File: src/hw/pwm_timer_pkg.sv
// Constants, field layout and mode decoding for the dual-slope PWM timer.
// Assumes a 32-bit APB register bus with byte addresses of eight bits.
package pwm_timer_pkg;

	localparam int unsigned ADDR_W   = 8;
	localparam int unsigned CNT_W    = 16;
	localparam int unsigned CTRL_W   = 11;
	localparam int unsigned N_UNITS  = 2;

	// Register byte offsets
	localparam logic [7:0] OFS_CTRL        = 8'h00;
	localparam logic [7:0] OFS_COMPARE_A   = 8'h04;
	localparam logic [7:0] OFS_COMPARE_B   = 8'h08;
	localparam logic [7:0] OFS_CAPTURE_TOP = 8'h0c;
	localparam logic [7:0] OFS_COUNTER     = 8'h10;
	localparam logic [7:0] OFS_FLAGS       = 8'h14;
	localparam logic [7:0] OFS_PORT        = 8'h18;

	// Control register fields
	localparam int unsigned WGS_LSB = 0;
	localparam int unsigned OMA_LSB = 4;
	localparam int unsigned OMB_LSB = 6;
	localparam int unsigned CS_LSB  = 8;

	// Flag bits
	localparam int unsigned FLAG_OVF  = 0;
	localparam int unsigned FLAG_CMPA = 1;
	localparam int unsigned FLAG_CMPB = 2;
	localparam int unsigned FLAG_CAP  = 3;

	// Port register bits: direction of pin A, B, then port data of A, B
	localparam int unsigned PORT_DIR_LSB  = 0;
	localparam int unsigned PORT_DATA_LSB = 2;

	// Reset values
	localparam logic [CTRL_W-1:0] CTRL_RESET    = 11'h000;
	localparam logic [CNT_W-1:0]  COMPARE_RESET = 16'h0000;
	localparam logic [CNT_W-1:0]  CAPTURE_RESET = 16'h0000;
	localparam logic [3:0]        PORT_RESET    = 4'h0;

	localparam logic [CNT_W-1:0] BOTTOM   = 16'h0000;
	localparam logic [CNT_W-1:0] TOP_8BIT = 16'h00ff;
	localparam logic [CNT_W-1:0] TOP_9BIT = 16'h01ff;
	localparam logic [CNT_W-1:0] TOP_10BIT = 16'h03ff;

	// Wave generation selects handled here
	localparam logic [3:0] WGS_PC_8BIT   = 4'h1;
	localparam logic [3:0] WGS_PC_9BIT   = 4'h2;
	localparam logic [3:0] WGS_PC_10BIT  = 4'h3;
	localparam logic [3:0] WGS_PFC_CAP   = 4'h8;
	localparam logic [3:0] WGS_PFC_CMPA  = 4'h9;
	localparam logic [3:0] WGS_PC_CAP    = 4'ha;
	localparam logic [3:0] WGS_PC_CMPA   = 4'hb;

	// Output mode selects
	localparam logic [1:0] OMS_OFF    = 2'h0;
	localparam logic [1:0] OMS_TOGGLE = 2'h1;
	localparam logic [1:0] OMS_NONINV = 2'h2;
	localparam logic [1:0] OMS_INV    = 2'h3;

	// Prescale masks: tick when the free counter's low bits are all ones
	localparam logic [2:0] CS_DIV1    = 3'h1;
	localparam logic [2:0] CS_DIV8    = 3'h2;
	localparam logic [2:0] CS_DIV64   = 3'h3;
	localparam logic [2:0] CS_DIV256  = 3'h4;
	localparam logic [2:0] CS_DIV1024 = 3'h5;
	localparam logic [9:0] MASK_DIV1    = 10'h000;
	localparam logic [9:0] MASK_DIV8    = 10'h007;
	localparam logic [9:0] MASK_DIV64   = 10'h03f;
	localparam logic [9:0] MASK_DIV256  = 10'h0ff;
	localparam logic [9:0] MASK_DIV1024 = 10'h3ff;

	typedef enum logic {DIR_UP = 1'b0, DIR_DOWN = 1'b1} count_dir_t;

	function automatic logic is_freq_correct(input logic [3:0] wgs);
		return (wgs == WGS_PFC_CAP) || (wgs == WGS_PFC_CMPA);
	endfunction

	function automatic logic is_dual_slope(input logic [3:0] wgs);
		return is_freq_correct(wgs) || (wgs == WGS_PC_8BIT) || (wgs == WGS_PC_9BIT) ||
			(wgs == WGS_PC_10BIT) || (wgs == WGS_PC_CAP) || (wgs == WGS_PC_CMPA);
	endfunction

	function automatic logic compare_a_is_top(input logic [3:0] wgs);
		return (wgs == WGS_PFC_CMPA) || (wgs == WGS_PC_CMPA);
	endfunction

	function automatic logic capture_is_top(input logic [3:0] wgs);
		return (wgs == WGS_PFC_CAP) || (wgs == WGS_PC_CAP);
	endfunction

endpackage

File: src/hw/timer_bus_if.sv
// Carries the shared timebase from the prescaler to the counter core and from both to the compare units.
// Assumes one clock domain; all members are driven on clk_i.
`timescale 1ns/1ps
interface timer_bus_if;
	logic        tick;
	logic        run;
	logic [15:0] counter;
	logic        count_up;
	logic        load;

	modport prescale (output tick);
	modport core     (input tick, output run, output counter, output count_up, output load);
	modport unit     (input tick, input run, input counter, input count_up, input load);
endinterface

File: src/hw/pwm_prescaler.sv
// Prescaler producing the one-cycle timer tick enable.
// Assumes the clock select is a register on the same clock.
`timescale 1ns/1ps
module pwm_prescaler (
	input  wire logic       clk_i,
	input  wire logic       rst_b_i,
	input  wire logic [2:0] clk_sel_i,
	timer_bus_if.prescale   bus
);
	typedef struct packed {
		logic [9:0] div_cnt;
	} presc_state_t;

	presc_state_t s_q;
	presc_state_t s_d;
	logic         sel_ok;
	logic [9:0]   mask;

	function automatic logic [9:0] div_mask(input logic [2:0] sel);
		case (sel)
			pwm_timer_pkg::CS_DIV8:    return pwm_timer_pkg::MASK_DIV8;
			pwm_timer_pkg::CS_DIV64:   return pwm_timer_pkg::MASK_DIV64;
			pwm_timer_pkg::CS_DIV256:  return pwm_timer_pkg::MASK_DIV256;
			pwm_timer_pkg::CS_DIV1024: return pwm_timer_pkg::MASK_DIV1024;
			default:                   return pwm_timer_pkg::MASK_DIV1;
		endcase
	endfunction

	always_comb begin
		s_d         = s_q;
		s_d.div_cnt = s_q.div_cnt + 10'h001;
		sel_ok      = (clk_sel_i >= pwm_timer_pkg::CS_DIV1) && (clk_sel_i <= pwm_timer_pkg::CS_DIV1024);
		mask        = div_mask(clk_sel_i);
		// One tick per N clocks gives the 2*N*top period on the wave
		bus.tick    = sel_ok && ((s_q.div_cnt & mask) == mask);
	end

	always_ff @(posedge clk_i or negedge rst_b_i) begin
		if (!rst_b_i) begin
			s_q <= '0;
		end else begin
			s_q <= s_d;
		end
	end
endmodule

File: src/hw/pwm_compare_unit.sv
// One compare unit: buffered compare value, match detection and wave level.
// Assumes the core's load strobe marks the buffer update point of the mode.
`timescale 1ns/1ps
module pwm_compare_unit (
	input  wire logic        clk_i,
	input  wire logic        rst_b_i,
	timer_bus_if.unit        bus,
	input  wire logic [15:0] buffer_i,
	input  wire logic [1:0]  mode_i,
	input  wire logic        toggle_ok_i,
	output logic [15:0]      active_o,
	output logic             match_o,
	output logic             wave_o,
	output logic             connected_o
);
	typedef struct packed {
		logic [15:0] active;
		logic        wave;
	} unit_state_t;

	unit_state_t s_q;
	unit_state_t s_d;

	always_comb begin
		s_d     = s_q;
		// Match only when the counter really reaches the value
		match_o = bus.tick && bus.run && (bus.counter == s_q.active);
		if (match_o) begin
			case (mode_i)
				pwm_timer_pkg::OMS_TOGGLE: if (toggle_ok_i) s_d.wave = ~s_q.wave;
				pwm_timer_pkg::OMS_NONINV: s_d.wave = ~bus.count_up;
				pwm_timer_pkg::OMS_INV:    s_d.wave = bus.count_up;
				default: ;
			endcase
		end
		if (bus.load) begin
			s_d.active = buffer_i;
		end
		active_o    = s_q.active;
		wave_o      = s_q.wave;
		connected_o = (mode_i == pwm_timer_pkg::OMS_NONINV) || (mode_i == pwm_timer_pkg::OMS_INV) ||
			((mode_i == pwm_timer_pkg::OMS_TOGGLE) && toggle_ok_i);
	end

	always_ff @(posedge clk_i or negedge rst_b_i) begin
		if (!rst_b_i) begin
			s_q <= '{active: pwm_timer_pkg::COMPARE_RESET, wave: 1'b0};
		end else begin
			s_q <= s_d;
		end
	end
endmodule

File: src/hw/dual_slope_pwm_timer.sv
// Top of the dual-slope PWM timer: APB registers, up/down counter, flags and pins.
// Assumes an APB master on clk_i and pins resolved outside from output and enable.
// How it works
// - Phase correct: old top down, new top up
// - Mode two non-inverted, three inverted
// - Pin driven only when direction is output
// - Clear on up match, set on down
// - Period is two times divisor times top
// - Phase correct: zero low, top high
// - Frequency correct: zero low, top high
// - Select 11 toggle mode gives square wave
// - Select 9 toggle mode gives square wave
// - Selects 8 and 9 count zero-top-zero
// - Top from capture or compare A, once
// - Frequency correct loads compares at zero
// - Overflow flag with the load at zero
// - Top source flag sets at top
// - Match flag when counter equals compare
// - Tick is only an enable, one clock
// - Selects 1,2,3,10,11 are phase correct
// - Phase correct: overflow at zero, load at top
// - Capture top takes effect at once
// - Mode zero leaves pin to port
`timescale 1ns/1ps
module dual_slope_pwm_timer (
	input  wire logic        clk_i,
	input  wire logic        rst_b_i,
	input  wire logic        psel_i,
	input  wire logic        penable_i,
	input  wire logic        pwrite_i,
	input  wire logic [7:0]  paddr_i,
	input  wire logic [31:0] pwdata_i,
	output logic [31:0]      prdata_o,
	output logic             pready_o,
	output logic             pslverr_o,
	output logic             wave_out_a_o,
	output logic             wave_out_a_oe_b_o,
	output logic             wave_out_b_o,
	output logic             wave_out_b_oe_b_o
);
	typedef struct packed {
		logic [10:0]               ctrl;
		logic [15:0]               cmp_a_buf;
		logic [15:0]               cmp_b_buf;
		logic [15:0]               capture_top;
		logic [15:0]               counter;
		pwm_timer_pkg::count_dir_t dir;
		logic [3:0]                flags;
		logic [3:0]                port;
		logic                      pready;
		logic                      pslverr;
		logic [31:0]               prdata;
		logic [1:0]                pin;
		logic [1:0]                pin_oe_b;
	} top_state_t;

	top_state_t  s_q;
	top_state_t  s_d;

	timer_bus_if bus ();

	logic [3:0]  wgs;
	logic [15:0] top;
	logic        dual;
	logic        at_top;
	logic        at_bottom;
	logic        setup;
	logic        access;
	logic        wr;
	logic [3:0]  set;
	logic [3:0]  clear;
	logic [15:0] buffer   [2];
	logic [1:0]  mode     [2];
	logic [1:0]  toggle_ok;
	logic [15:0] active   [2];
	logic [1:0]  match;
	logic [1:0]  wave;
	logic [1:0]  connected;

	function automatic logic addr_mapped(input logic [7:0] a);
		case (a)
			pwm_timer_pkg::OFS_CTRL, pwm_timer_pkg::OFS_COMPARE_A, pwm_timer_pkg::OFS_COMPARE_B,
			pwm_timer_pkg::OFS_CAPTURE_TOP, pwm_timer_pkg::OFS_COUNTER, pwm_timer_pkg::OFS_FLAGS,
			pwm_timer_pkg::OFS_PORT: return 1'b1;
			default: return 1'b0;
		endcase
	endfunction

	function automatic logic [31:0] read_mux(input top_state_t s, input logic [7:0] a);
		case (a)
			pwm_timer_pkg::OFS_CTRL:        return {21'h000000, s.ctrl};
			pwm_timer_pkg::OFS_COMPARE_A:   return {16'h0000, s.cmp_a_buf};
			pwm_timer_pkg::OFS_COMPARE_B:   return {16'h0000, s.cmp_b_buf};
			pwm_timer_pkg::OFS_CAPTURE_TOP: return {16'h0000, s.capture_top};
			pwm_timer_pkg::OFS_COUNTER:     return {16'h0000, s.counter};
			pwm_timer_pkg::OFS_FLAGS:       return {28'h0000000, s.flags};
			pwm_timer_pkg::OFS_PORT:        return {28'h0000000, s.port};
			default:                        return 32'h00000000;
		endcase
	endfunction

	// Top of the running mode; compare A as top uses its active copy
	function automatic logic [15:0] top_of(input logic [3:0] w, input logic [15:0] a_act,
		input logic [15:0] cap);
		case (w)
			pwm_timer_pkg::WGS_PC_8BIT:  return pwm_timer_pkg::TOP_8BIT;
			pwm_timer_pkg::WGS_PC_9BIT:  return pwm_timer_pkg::TOP_9BIT;
			pwm_timer_pkg::WGS_PC_10BIT: return pwm_timer_pkg::TOP_10BIT;
			pwm_timer_pkg::WGS_PFC_CAP,
			pwm_timer_pkg::WGS_PC_CAP:   return cap;
			pwm_timer_pkg::WGS_PFC_CMPA,
			pwm_timer_pkg::WGS_PC_CMPA:  return a_act;
			default:                     return pwm_timer_pkg::TOP_8BIT;
		endcase
	endfunction

	pwm_prescaler u_prescaler (
		.clk_i     (clk_i),
		.rst_b_i   (rst_b_i),
		.clk_sel_i (s_q.ctrl[pwm_timer_pkg::CS_LSB +: 3]),
		.bus       (bus.prescale)
	);

	assign buffer[0]    = s_q.cmp_a_buf;
	assign buffer[1]    = s_q.cmp_b_buf;
	assign mode[0]      = s_q.ctrl[pwm_timer_pkg::OMA_LSB +: 2];
	assign mode[1]      = s_q.ctrl[pwm_timer_pkg::OMB_LSB +: 2];
	// Toggling is only offered on unit A while compare A sets the top
	assign toggle_ok[0] = pwm_timer_pkg::compare_a_is_top(wgs);
	assign toggle_ok[1] = 1'b0;

	generate
		for (genvar u = 0; u < pwm_timer_pkg::N_UNITS; u++) begin : g_unit
			pwm_compare_unit u_compare (
				.clk_i       (clk_i),
				.rst_b_i     (rst_b_i),
				.bus         (bus.unit),
				.buffer_i    (buffer[u]),
				.mode_i      (mode[u]),
				.toggle_ok_i (toggle_ok[u]),
				.active_o    (active[u]),
				.match_o     (match[u]),
				.wave_o      (wave[u]),
				.connected_o (connected[u])
			);
		end
	endgenerate

	always_comb begin
		s_d       = s_q;
		wgs       = s_q.ctrl[pwm_timer_pkg::WGS_LSB +: 4];
		dual      = pwm_timer_pkg::is_dual_slope(wgs);
		top       = top_of(wgs, active[0], s_q.capture_top);
		at_top    = (s_q.counter == top);
		at_bottom = (s_q.counter == pwm_timer_pkg::BOTTOM);

		// Direction of the step about to be taken; it reverses at either end
		if (at_bottom) begin
			bus.count_up = 1'b1;
		end else if (at_top) begin
			bus.count_up = 1'b0;
		end else begin
			bus.count_up = (s_q.dir == pwm_timer_pkg::DIR_UP);
		end
		bus.run     = dual;
		bus.counter = s_q.counter;
		// Compares reload at zero in frequency correct, at top in phase correct
		// Outside the dual-slope modes the compare buffer passes straight through
		if (!dual) begin
			bus.load = 1'b1;
		end else if (pwm_timer_pkg::is_freq_correct(wgs)) begin
			bus.load = bus.tick && at_bottom;
		end else begin
			bus.load = bus.tick && at_top;
		end

		// Counter moves only on a tick; other clocks hold count and direction
		// A top lowered under the count lets it run on and wrap through zero
		if (bus.tick && dual) begin
			if (bus.count_up) begin
				s_d.dir     = pwm_timer_pkg::DIR_UP;
				s_d.counter = s_q.counter + 16'h0001;
			end else begin
				s_d.dir     = pwm_timer_pkg::DIR_DOWN;
				s_d.counter = s_q.counter - 16'h0001;  // Top is held for exactly one tick
			end
		end

		// Flag events, all sampled on a tick
		set                          = 4'h0;
		set[pwm_timer_pkg::FLAG_OVF] = bus.tick && dual && at_bottom;
		set[pwm_timer_pkg::FLAG_CMPA] = match[0] ||
			(bus.tick && dual && at_top && pwm_timer_pkg::compare_a_is_top(wgs));
		set[pwm_timer_pkg::FLAG_CMPB] = match[1];
		set[pwm_timer_pkg::FLAG_CAP]  =
			bus.tick && dual && at_top && pwm_timer_pkg::capture_is_top(wgs);

		// APB: setup registers the answer, so the access phase never waits
		setup     = psel_i && !penable_i;
		access    = psel_i && penable_i && s_q.pready;
		wr        = access && pwrite_i && !s_q.pslverr;
		s_d.pready = setup;
		if (setup) begin
			s_d.pslverr = !addr_mapped(paddr_i);
			s_d.prdata  = pwrite_i ? 32'h00000000 : read_mux(s_q, paddr_i);
		end else if (access) begin
			s_d.pslverr = 1'b0;
			s_d.prdata  = 32'h00000000;
		end

		clear = (wr && (paddr_i == pwm_timer_pkg::OFS_FLAGS)) ? pwdata_i[3:0] : 4'h0;
		// A flag event in the clearing cycle survives
		s_d.flags = (s_q.flags & ~clear) | set;

		if (wr) begin
			case (paddr_i)
				pwm_timer_pkg::OFS_CTRL:        s_d.ctrl        = pwdata_i[10:0];
				pwm_timer_pkg::OFS_COMPARE_A:   s_d.cmp_a_buf   = pwdata_i[15:0];
				pwm_timer_pkg::OFS_COMPARE_B:   s_d.cmp_b_buf   = pwdata_i[15:0];
				pwm_timer_pkg::OFS_CAPTURE_TOP: s_d.capture_top = pwdata_i[15:0];
				pwm_timer_pkg::OFS_COUNTER:     s_d.counter     = pwdata_i[15:0];
				pwm_timer_pkg::OFS_PORT:        s_d.port        = pwdata_i[3:0];
				default: ;
			endcase
		end

		// Pins: wave overrides port data when connected; driven only as outputs
		for (int u = 0; u < 2; u++) begin
			s_d.pin[u]      = connected[u] ? wave[u] : s_q.port[pwm_timer_pkg::PORT_DATA_LSB + u];
			s_d.pin_oe_b[u] = !s_q.port[pwm_timer_pkg::PORT_DIR_LSB + u];
		end
	end

	always_ff @(posedge clk_i or negedge rst_b_i) begin
		if (!rst_b_i) begin
			s_q.ctrl        <= pwm_timer_pkg::CTRL_RESET;
			s_q.cmp_a_buf   <= pwm_timer_pkg::COMPARE_RESET;
			s_q.cmp_b_buf   <= pwm_timer_pkg::COMPARE_RESET;
			s_q.capture_top <= pwm_timer_pkg::CAPTURE_RESET;
			s_q.counter     <= pwm_timer_pkg::BOTTOM;
			s_q.dir         <= pwm_timer_pkg::DIR_UP;
			s_q.flags       <= 4'h0;
			s_q.port        <= pwm_timer_pkg::PORT_RESET;
			s_q.pready      <= 1'b0;
			s_q.pslverr     <= 1'b0;
			s_q.prdata      <= 32'h00000000;
			s_q.pin         <= 2'h0;
			s_q.pin_oe_b    <= 2'h3;
		end else begin
			s_q <= s_d;
		end
	end

	assign prdata_o          = s_q.prdata;
	assign pready_o          = s_q.pready;
	assign pslverr_o         = s_q.pslverr;
	assign wave_out_a_o      = s_q.pin[0];
	assign wave_out_a_oe_b_o = s_q.pin_oe_b[0];
	assign wave_out_b_o      = s_q.pin[1];
	assign wave_out_b_oe_b_o = s_q.pin_oe_b[1];
endmodule

File: config.mk
export PLATFORM = sky130hd
export DESIGN_NAME = dual_slope_pwm_timer
export DESIGN_NICKNAME = d
export VERILOG_FILES = /design/src/hw/pwm_timer_pkg.sv /design/src/hw/timer_bus_if.sv /design/src/hw/pwm_prescaler.sv /design/src/hw/pwm_compare_unit.sv /design/src/hw/dual_slope_pwm_timer.sv
export SDC_FILE = /design/constraint.sdc
export NUM_CORES = 1
export LEC_CHECK = 0
export BUFFER_PORTS_ARGS = -buffer_cell sky130_fd_sc_hd__buf_2
export CAP_MARGIN = 40
export CELL_PAD_IN_SITES_DETAIL_PLACEMENT = 1
export CELL_PAD_IN_SITES_GLOBAL_PLACEMENT = 1
export CORE_MARGIN = 5
export CORE_UTILIZATION = 43
export DETAILED_ROUTE_END_ITERATION = 16
export HOLD_SLACK_MARGIN = 0.05
export MAX_ROUTING_LAYER = met4
export PLACE_DENSITY_LB_ADDON = 0.1
export SYNTH_ARGS = -nofsm -noshare
export SYNTH_HDL_FRONTEND = slang
export SYNTH_HIERARCHICAL = 1
export SYNTH_SLANG_ARGS = --single-unit
File: constraint.sdc
create_clock -name clk_i -period 3.95 [get_ports clk_i]
set_clock_uncertainty 0.15 [all_clocks]
set_input_delay 0.79 -clock clk_i [delete_from_list [all_inputs] [get_ports clk_i]]
set_output_delay 0.79 -clock clk_i [all_outputs]
set_load 0.01 [all_outputs]
==> results_dict.tcl, run 1 <==
set metrics [dict create \
    floorplan.die.height_um 150 \
    slowest_stage "a2111o_1" \
    dominantRegCellSynth "dfrtp_1" \
    ir_worst_vdd_mv 0.191 \
    yosys_register_bits 150 \
    number_of_global_route_vias_before_repair 7115 \
    design.core.area_um2 19400 \
    worstSetupPathType "reg -> reg" \
    dr_total_vias 6593 \
    synth_area_um2 8460 \
    worstMarginPinSlew_ns 0.810 \
    grt_first_pass_wirelength_mm 42.0 \
    die_width_um 150 \
    via_count_normalized_by_instance_count 5.63 \
    dp_slack_ns -0.459 \
    fin_crit_sh_pct 106 \
    cts.sinks 150 \
    timing_max_transition_violations_final 0 \
    globalRouteTotalUtil_pct 25.4 \
    worst-path-buf-inv 3 \
    synth-seq-area-share_pct 44.4 \
    largest_net_degree_at_the_start_of_global_routing 72 \
    synth_area_per_cell_um2 10.9 \
    tritoncts "built" \
    crit_path_cell_trace "buf_6 > buf_4 > mux2i_2 > nand2_1 > xor2_1 > a2111o_1 > nor4_4 > o21a_4 > ha_4 > a21o_1 > a21o_1 > a311oi_2 > a22oi_2 > nor3_2 > buf_4 > a22oi_2 > xnor2_2 > mux2i_1" \
    num-nets-final 955 \
    place.detailed.hpwl_mm 19.9 \
    total_power_uw 3430 \
    critical_path_maximum_fanout 6 \
    unrepaired_setup_endpoints_after_global_routing "true" \
    final_cell_mix "dfrtp_1 (148), mux2_2 (104), buf_4 (88)" \
    io_pins 83 \
    route.detailed.drc 0 \
    ys_types 63 \
    area_delta_synth_final_pct 23.3 \
    worst-endpoint-arrival_ns 4.38 \
    ctsHtreeMaxLevel 4 \
    postRouteAntennaNets 0 \
    synthesis.yosys.warnings 6 \
    max_slew_margin_pct 45.9 \
    floorplan.rows 51 \
    critPathMaxStageDelay_ns 0.44 \
    failed_checks "setup timing" \
    number_of_iterations_in_the_first_detailed_routing_pass 5 \
    buffer_ports.inserted 50 \
    fin_area_um2 10400 \
    number_of_antenna_violations_at_the_first_check_in_global_routing 0 \
    final_layout_size_suffix_gt1_share_pct 39.0 \
    async_flop_share_pct 100 \
    worstSetupStartpointType "flip-flop" \
    n_antenna_cell 0 \
    timing.critical_path.to_type "flip-flop" \
    finalCoreUtilization_pct 53.8 \
    cp_top_family "compound AO/OA/AOI/OAI gates" \
    design.die.area_um2 22600 \
    first_iter_violations 344 \
    grt_remaining_overflow 0 \
    hold_violations 0 \
    fillCellCount 2121 \
    setup_violating_endpoint_count_in_the_final_report 6 \
    fmax_mhz 239 \
    cp.required_ns 4.15 \
    effective_utilization_at_floorplan_pct 43.6 \
    placedInstanceArea_um2 9470 \
    cts_max_path_buffers 2 \
    layout.cells.non_filler 1172 \
    leakage_uw 0.00486 \
    mostFrequentLayoutCell "dfrtp_1" \
    clk_root_buffer_cell "clkbuf_16" \
    cts.reportedPaths.clkPinSlew_ns 0.06 \
    post_synth_inst_count 776 \
    tritoncts.num_buffers 17 \
    totalWireLength_mm 27.0 \
    synth_edf_count 0 \
    timing.hold.worst.class "in -> async" \
    maxCapViolations 0 \
    finalCriticalPeriod_ns 4.18 \
    outcome "finished with violations" \
    power.density_nw_per_um2 328 \
    setup_slack_ns -0.233 \
    final_routed_wire_length_divided_by_cell_count_um 23.0 \
    clkLatencyLatePin_ns 0.43 \
    gp_routability_congestion 0.896 \
    numPlacedInstances 1132 \
]
## stage by stage
stage	hold WS, ns	TNS [ns]
6_report	0.227	-0.620
5_1_grt	0.275	-2.25
4_1_cts	0.247	-0.509
3_5_place_dp	0.244	-2.31
3_3_place_gp	0.246	-1.18
2_1_floorplan	0.221	-0.124
## synth_stat cells, types with 7 or more instances
cell type	count	area share (%)
a21o_1	15	1.3
a21oi_1	29	1.7
a221oi_1	7	0.72
a22oi_1	22	2.0
buf_2	9	0.53
buf_4	32	2.8
clkbuf_1	19	0.84
dfrtp_1	148	44
ha_1	15	2.2
inv_1	12	0.53
mux2_2	104	14
mux2i_1	17	2.0
nand2_1	65	2.9
nand3_1	9	0.53
nor2_1	42	1.9
nor3_1	15	0.89
nor4_1	7	0.52
o21ai_0	37	2.2
xnor2_1	23	2.4
xor2_1	43	4.4
## power by group
| group | total (uW) | internal [uW] | switching, uW |
|---|---|---|---|
| clock | 1720 | 1060 | 660 |
| combinational | 157 | 47.3 | 109 |
| sequential | 1550 | 1540 | 5.26 |
## logic make-up (layout without fill, tap and decap cells)
kind of cell               after synthesis  after routing  synth area share [%]
adders and majority gates               16             16                  2.45
other                                    1             18                0.0443
and+or+nand+nor                        187            187                  11.9
buffers and inverters                   76            190                  5.01
muxes                                  126            126                  17.2
DFF                                    150            150                  44.4
AOI/OAI and AO/OA                      154            154                  12.3
xor gates and xnor gates                66             66                  6.83
## registers in the layout, summed over array words and instances, names as in the netlist, 2 cells and up
register,count
mode,4
u_prescaler/s_q,10
g_unit.u_compare/active_o,32
g_unit.u_compare/wave_o,2
prdata_o,16
s_q,32
buffer,32
bus.counter,16
## layout make-up
class	instances	area (um^2)	share of cell area, %
well taps	265	332	3.18
repair buffers	146	1030	9.90
inverters	12	45.0	0.432
flip-flops and latches	150	3760	36.0
multi-input cells	567	4640	44.5
clock inverters	11	148	1.41
clock buffers	21	480	4.60
## repair_timing
item | in CTS | in global routing
gates cloned | 0 | 0
hold buffers | 0 | 0
setup endpoints to repair | 11 | 11
resized for setup | 33 | 21
setup buffers | 7 | 2
pin swaps | 27 | 16
## worst paths after layout
kind	from	to	slack, ns	cells past startpoint
hold / removal	rst_b_i	u_prescaler/s_q[4]	0.23	1
hold reg to reg	s_q[38]	wave_out_a_oe_b_o	0.27	1
max in group asynchronous	rst_b_i	buffer[11]	2.54	2
min in group clk_i	s_q[38]	wave_out_a_oe_b_o	0.27	1
setup reg to reg	s_q[111]	bus.counter[15]	-0.23	18
setup / recovery	s_q[111]	bus.counter[15]	-0.23	18
## metal layers
metal | vias to the layer above | global-route usage [%] | part of all wire, %
met2 | 154 | 40.8 | 49
li1 | 2982 | - | -
met3 | 40 | 3.40 | 3.7
met5 | - | - | 0
met4 | 0 | 8.69 | 2.0
met1 | 3417 | 33.3 | 45
No activity file was read; power rests on OpenSTA's default activity.
==> run 2: changes to the inputs <==
--- a/config.mk
+++ b/config.mk
@@ -15,6 +15,7 @@
 export HOLD_SLACK_MARGIN = 0.05
 export MAX_ROUTING_LAYER = met4
 export PLACE_DENSITY_LB_ADDON = 0.1
+export RECOVER_POWER = 50
 export SYNTH_ARGS = -nofsm -noshare
 export SYNTH_HDL_FRONTEND = slang
 export SYNTH_HIERARCHICAL = 1
==> run 2 against run 1 <==
  * The run ends with capacitance limit, slew limit, setup timing left
  * Critical path depth did not move
  * Via count unchanged
  * Count of clock-buffer cells in the layout is the same
  * Cell count unchanged
  * Combinational power about the same
  * Die area did not move
  * First-iteration DRC count up 4.1%
  * Setup slack gained 0.0069 ns
  * Critical path type unchanged
  * Largest cell class unchanged
  * Largest power group unchanged
==> results_dict.tcl, run 2 (same netlist as run 1, synthesis figures left out) <==
set metrics [dict create \
    critical_path_maximum_fanout 6 \
    crit_cells 18 \
    dp_slack_ns -0.459 \
    timing.hold.worst.class "reg -> reg" \
    cp.required_ns 4.15 \
    cts_max_path_buffers 2 \
    timing_max_transition_violations_final 72 \
    outcome "finished with violations" \
    crit_path_cell_trace "buf_6 > buf_4 > mux2i_2 > nand2_1 > xor2_1 > a2111o_1 > nor4_4 > o21a_4 > ha_4 > a21o_1 > a21o_1 > a311oi_2 > a22oi_2 > nor3_2 > buf_4 > a22oi_2 > xnor2_2 > mux2i_1" \
    power.density_nw_per_um2 329 \
    timing.critical_path.to_type "flip-flop" \
    cts.sinks 150 \
    n_antenna_cell 0 \
    globalRouteTotalUtil_pct 25.4 \
    clk_root_buffer_cell "clkbuf_16" \
    worst_r2r_path_depth 18 \
    cp_top_family "compound AO/OA/AOI/OAI gates" \
    floorplan.rows 51 \
    leakage_uw 0.00485 \
    maxCapViolations 1 \
    number_of_antenna_violations_at_the_first_check_in_global_routing 0 \
    final_layout_size_suffix_gt1_share_pct 38.7 \
    finalCriticalPeriod_ns 4.18 \
    number_of_iterations_in_the_first_detailed_routing_pass 5 \
    setup_slack_ns -0.226 \
    num-nets-final 955 \
    via_count_normalized_by_instance_count 5.63 \
    final_cell_mix "dfrtp_1 (148), mux2_2 (103), buf_4 (85)" \
    design.die.area_um2 22600 \
    route.detailed.drc 0 \
    io_pins 83 \
    clkLatencyLatePin_ns 0.43 \
    worst_hold_path.num_cells 1 \
    design.core.area_um2 19400 \
    buffer_ports.inserted 50 \
    mostFrequentLayoutCell "dfrtp_1" \
    area_delta_synth_final_pct 23.0 \
    cts-hold-fix-buffers 0 \
    worst-path-buf-inv 3 \
    setup_violating_endpoint_count_in_the_final_report 6 \
    unrepaired_setup_endpoints_after_global_routing "true" \
    cts.reportedPaths.clkPinSlew_ns 0.06 \
    slowest_stage "a2111o_1" \
    place.detailed.hpwl_mm 19.9 \
    largest_net_degree_at_the_start_of_global_routing 72 \
    postRouteAntennaNets 0 \
    dr_total_vias 6593 \
    number_of_global_route_vias_before_repair 7115 \
    fmax_mhz 239 \
    r2r_slack_ns -0.23 \
    die_width_um 150 \
    totalWireLength_mm 27.0 \
    ctsHtreeMaxLevel 4 \
    failed_checks "capacitance limit, slew limit, setup timing" \
    final_routed_wire_length_divided_by_cell_count_um 23.0 \
    numPlacedInstances 1132 \
    floorplan.die.height_um 150 \
    worstMarginPinSlew_ns 1.87 \
    fin_crit_sh_pct 106 \
    grt_remaining_overflow 0 \
    grt_first_pass_wirelength_mm 42.0 \
    total_power_uw 3430 \
    critPathMaxStageDelay_ns 0.44 \
    tritoncts "built" \
    gp_routability_congestion 0.896 \
    finalCoreUtilization_pct 53.7 \
    effective_utilization_at_floorplan_pct 43.6 \
    ir_worst_vdd_mv 0.191 \
    hold_violations 0 \
    layout.cells.non_filler 1172 \
    max_slew_margin_pct -24.4 \
    fin_tns_setup_ns -0.586 \
    worstSetupStartpointType "flip-flop" \
    tritoncts.num_buffers 17 \
    worstSetupPathType "reg -> reg" \
    worst-endpoint-arrival_ns 4.37 \
    first_iter_violations 358 \
]
## run 2: cell types whose count changed in the layout (fill, tap and decap cells not counted)
cell	previous run	this run
buf_4	88	85
clkbuf_2	0	3
buf_6	6	5
clkbuf_1	0	1
mux2_1	0	1
mux2_2	104	103
nand3_1	9	10
nand3_2	2	1
## run 2: through the flow
stage	area (um^2)	hold WS (ns)
global route	10400	0.287
CTS	10300	0.247
detailed placement	9470	0.244
floorplan	8560	0.221
global placement	9470	0.246
finish	10400	0.267
## run 2: layout make-up
type                    instances  area (um^2)
clock buffers                  21          480
clock inverters                11          148
fillers                      2121         8980
inverters                      12         45.0
multi-input cells             567         4640
flip-flops and latches        150         3760
well taps                     265          332
repair buffers                146         1020
## run 2: metal layers
metal / vias up / global-route usage (%) / wire length (um)
met2: 154 / 40.8 / 13300
li1: 2980 / - / -
met4: 0 / 8.69 / 529
met3: 40 / 3.40 / 991
met1: 3419 / 33.3 / 12200
met5: - / - / 0
## run 2: worst paths after layout
path,from,to
setup / recovery,s_q[111],bus.counter[15]
hold / removal,s_q[38],wave_out_a_oe_b_o
setup reg to reg,s_q[111],bus.counter[15]
hold reg to reg,s_q[38],wave_out_a_oe_b_o
max in group asynchronous,rst_b_i,prdata_o[9]
min in group asynchronous,rst_b_i,u_prescaler/s_q[2]
## run 2: power by group
part,internal (uW),switching (uW),leakage [uW],total (uW)
sequential,1540,5.27,0.00198,1550
clock,1060,662,0.000309,1720
combinational,45.6,110,0.00256,155
## run 2: repair_timing
action / in CTS / in global routing
gates cloned: 0 / 0
buffers inserted: 7 / 2
setup endpoints to repair: 11 / 11
resized for setup: 33 / 21
pin swaps: 27 / 16
==> run 3: changes to the inputs <==
--- a/config.mk
+++ b/config.mk
@@ -9,7 +9,7 @@
 export CAP_MARGIN = 40
 export CELL_PAD_IN_SITES_DETAIL_PLACEMENT = 1
 export CELL_PAD_IN_SITES_GLOBAL_PLACEMENT = 1
-export CORE_MARGIN = 5
+export CORE_ASPECT_RATIO = 0.5
 export CORE_UTILIZATION = 43
 export DETAILED_ROUTE_END_ITERATION = 16
 export HOLD_SLACK_MARGIN = 0.05
==> run 3 against run 2 <==
  * The flow still finishes with violations (capacitance limit, slew limit, setup timing)
  * Count of clock-buffer cells in the layout is 2 lower
  * Combinational power up 5%
  * Flip-flop and latch count unchanged
  * Total power rose by 0.60%
  * Cell count rose by 0.51%
  * Register-to-register slack improved by 0.05 ns
==> results_dict.tcl, run 3 (same netlist as run 1, synthesis figures left out) <==
set metrics [dict create \
    outcome "finished with violations" \
    failed_checks "capacitance limit, slew limit, setup timing" \
    power.internal_uw 2620 \
    cts-hold-fix-buffers 0 \
    buffer_ports.inserted 50 \
    route.detailed.drc 0 \
    critPathMaxStageDelay_ns 0.41 \
    critical_path.reg2reg.startpoint "s_q[111]" \
    floorplan.die.height_um 101 \
    timing.hold.ws_ns 0.253 \
    timing.critical_path.to_type "flip-flop" \
    ctsHtreeMaxLevel 4 \
    cp.required_ns 4.15 \
    power.net_switching_uw 822 \
    cts.reportedPaths.clkPinSlew_ns 0.07 \
    io_pins 83 \
    maxCapViolations 1 \
    number_of_iterations_in_the_first_detailed_routing_pass 5 \
    design.die.area_um2 20300 \
    timing_max_transition_violations_final 56 \
    cts.sinks 150 \
    via_count_normalized_by_instance_count 5.74 \
    area_delta_synth_final_pct 23.2 \
    num-nets-final 966 \
    tritoncts "built" \
    crit_path_cell_trace "buf_6 > xor2_1 > or3b_4 > a2111oi_4 > nand4_1 > nor4_4 > o21a_4 > buf_12 > ha_4 > a21o_1 > a311oi_4 > a22oi_2 > nor3_2 > a22oi_2 > xnor2_2 > mux2i_1" \
    worstSetupPathType "reg -> reg" \
    worst-endpoint-arrival_ns 4.33 \
    grt_remaining_overflow 0 \
    gp_routability_congestion 0.914 \
    place.detailed.hpwl_mm 20.3 \
    clk_root_buffer_cell "clkbuf_16" \
    number_of_antenna_violations_at_the_first_check_in_global_routing 1 \
    total_power_uw 3450 \
    dr_total_vias 6766 \
    unrepaired_setup_endpoints_after_global_routing "true" \
    final_routed_wire_length_divided_by_cell_count_um 23.8 \
    tritoncts.num_buffers 17 \
    hold_path.startpoint "s_q[38]" \
    die_width_um 200 \
    final_layout_size_suffix_gt1_share_pct 38.1 \
    grt_first_pass_wirelength_mm 43.0 \
    cts_max_path_buffers 2 \
    globalRouteTotalUtil_pct 29.8 \
    totalWireLength_mm 28.0 \
    mostFrequentLayoutCell "dfrtp_1" \
    power.density_nw_per_um2 331 \
    path_common_cell "a22oi_2" \
    max_slew_margin_pct -108 \
    clkLatencyLatePin_ns 0.44 \
    worstMarginPinSlew_ns 3.12 \
    floorplan.rows 35 \
    largest_net_degree_at_the_start_of_global_routing 67 \
    design.core.area_um2 18800 \
    slowest_stage "dfrtp_1" \
    dp_slack_ns -0.401 \
    ir_worst_vdd_mv 0.287 \
    finalCriticalPeriod_ns 4.12 \
    setup_slack_ns -0.173 \
    worstSetupStartpointType "flip-flop" \
    origin_of_the_worst_setup_path "s_q[111]" \
    number_of_global_route_vias_before_repair 7048 \
    effective_utilization_at_floorplan_pct 45.0 \
    postRouteAntennaNets 0 \
    leakage_uw 0.00488 \
    timing.hold.worst.class "reg -> reg" \
    critical_path_maximum_fanout 7 \
    clock_power_share_pct 50.4 \
    fmax_mhz 243 \
    pwr-share-seq_pct 44.9 \
    power_frac_comb_pct 4.7 \
    hold_violations 0 \
    first_iter_violations 503 \
    fin_crit_sh_pct 104 \
    sw_frac_of_total_pct 23.9 \
    final_cell_mix "dfrtp_1 (148), mux2_2 (104), buf_4 (98)" \
    setup_violating_endpoint_count_in_the_final_report 11 \
]
==> run 3: cell count changes in the layout (fill, tap and decap cells not counted), moves of 3 or more <==
cell | before | now
clkbuf_2 | 3 | 0
buf_4 | 85 | 98
inv_6 | 0 | 3
mux2i_2 | 5 | 2
mux2i_1 | 10 | 15
o21ai_0 | 32 | 27
o21ai_1 | 4 | 10
==> run 3: area by class of cell <==
cell class	count	area, um^2
antenna	1	2.50
clock inverter	13	170
clock buffer	19	453
tap	259	324
timing repair buffer	157	1100
fill	2036	8400
multi-input combinational	567	4580
inverter	12	45.0
sequential	150	3760
==> run 3: power groups by stage <==
| stage | logic, uW | clock network (uW) | registers, uW |
|---|---|---|---|
| global placement | 152 | 0 | 1580 |
| floorplan | 66.3 | 0 | 1580 |
| detailed placement | 155 | 0 | 1580 |
| global route | 176 | 1810 | 1550 |
| CTS | 162 | 1750 | 1550 |
| finish | 163 | 1740 | 1550 |
==> run 3: layer usage <==
metal,vias to the layer above,track usage (%),part of all wire [%]
met1,3555,41.3,48
met5,-,-,0
met4,0,7.75,1.3
met2,174,43.9,44
li1,3006,-,-
met3,31,6.85,6.3
==> run 3: what timing repair did <==
| item | 4_1_cts | 5_1_grt |
|---|---|---|
| endpoints found under the setup margin | 11 | 12 |
| resized for setup | 28 | 16 |
| setup buffers | 10 | 4 |
| pin swaps | 28 | 19 |
==> run 3: final timing paths <==
check	endpoint	slack (ns)	cells past startpoint
max	bus.counter[15]	-0.17	16
min	wave_out_a_oe_b_o	0.25	1
max reg2reg	bus.counter[15]	-0.17	16
min reg2reg	wave_out_a_oe_b_o	0.25	1
max in group asynchronous	g_unit[0].u_compare/active_o[4]	0.49	2
min in group asynchronous	prdata_o[4]	1.23	1
==> run 3: critical path, delay by kind of cell (launching register included) <==
family	cells	cell delay, ns
xor+xnor	2	0.36
simple gates	4	1.15
buf+inv	2	0.28
flops	1	0.41
fa+ha+maj	1	0.20
compound gates	6	1.29
mux	1	0.20
==> run 3: metrics by stage <==
step / util, % / std cells / setup TNS (ns) / area [um^2]
6_report: 55.4 / 1178 / -1.04 / 10400
5_1_grt: 55.4 / 1178 / -7.11 / 10400
4_1_cts: 54.9 / 1173 / -0.996 / 10300
3_5_place_dp: 50.5 / 1131 / -1.13 / 9500
3_3_place_gp: 50.4 / 1130 / -0.819 / 9490
2_1_floorplan: - / 793 / -0.124 / 8560
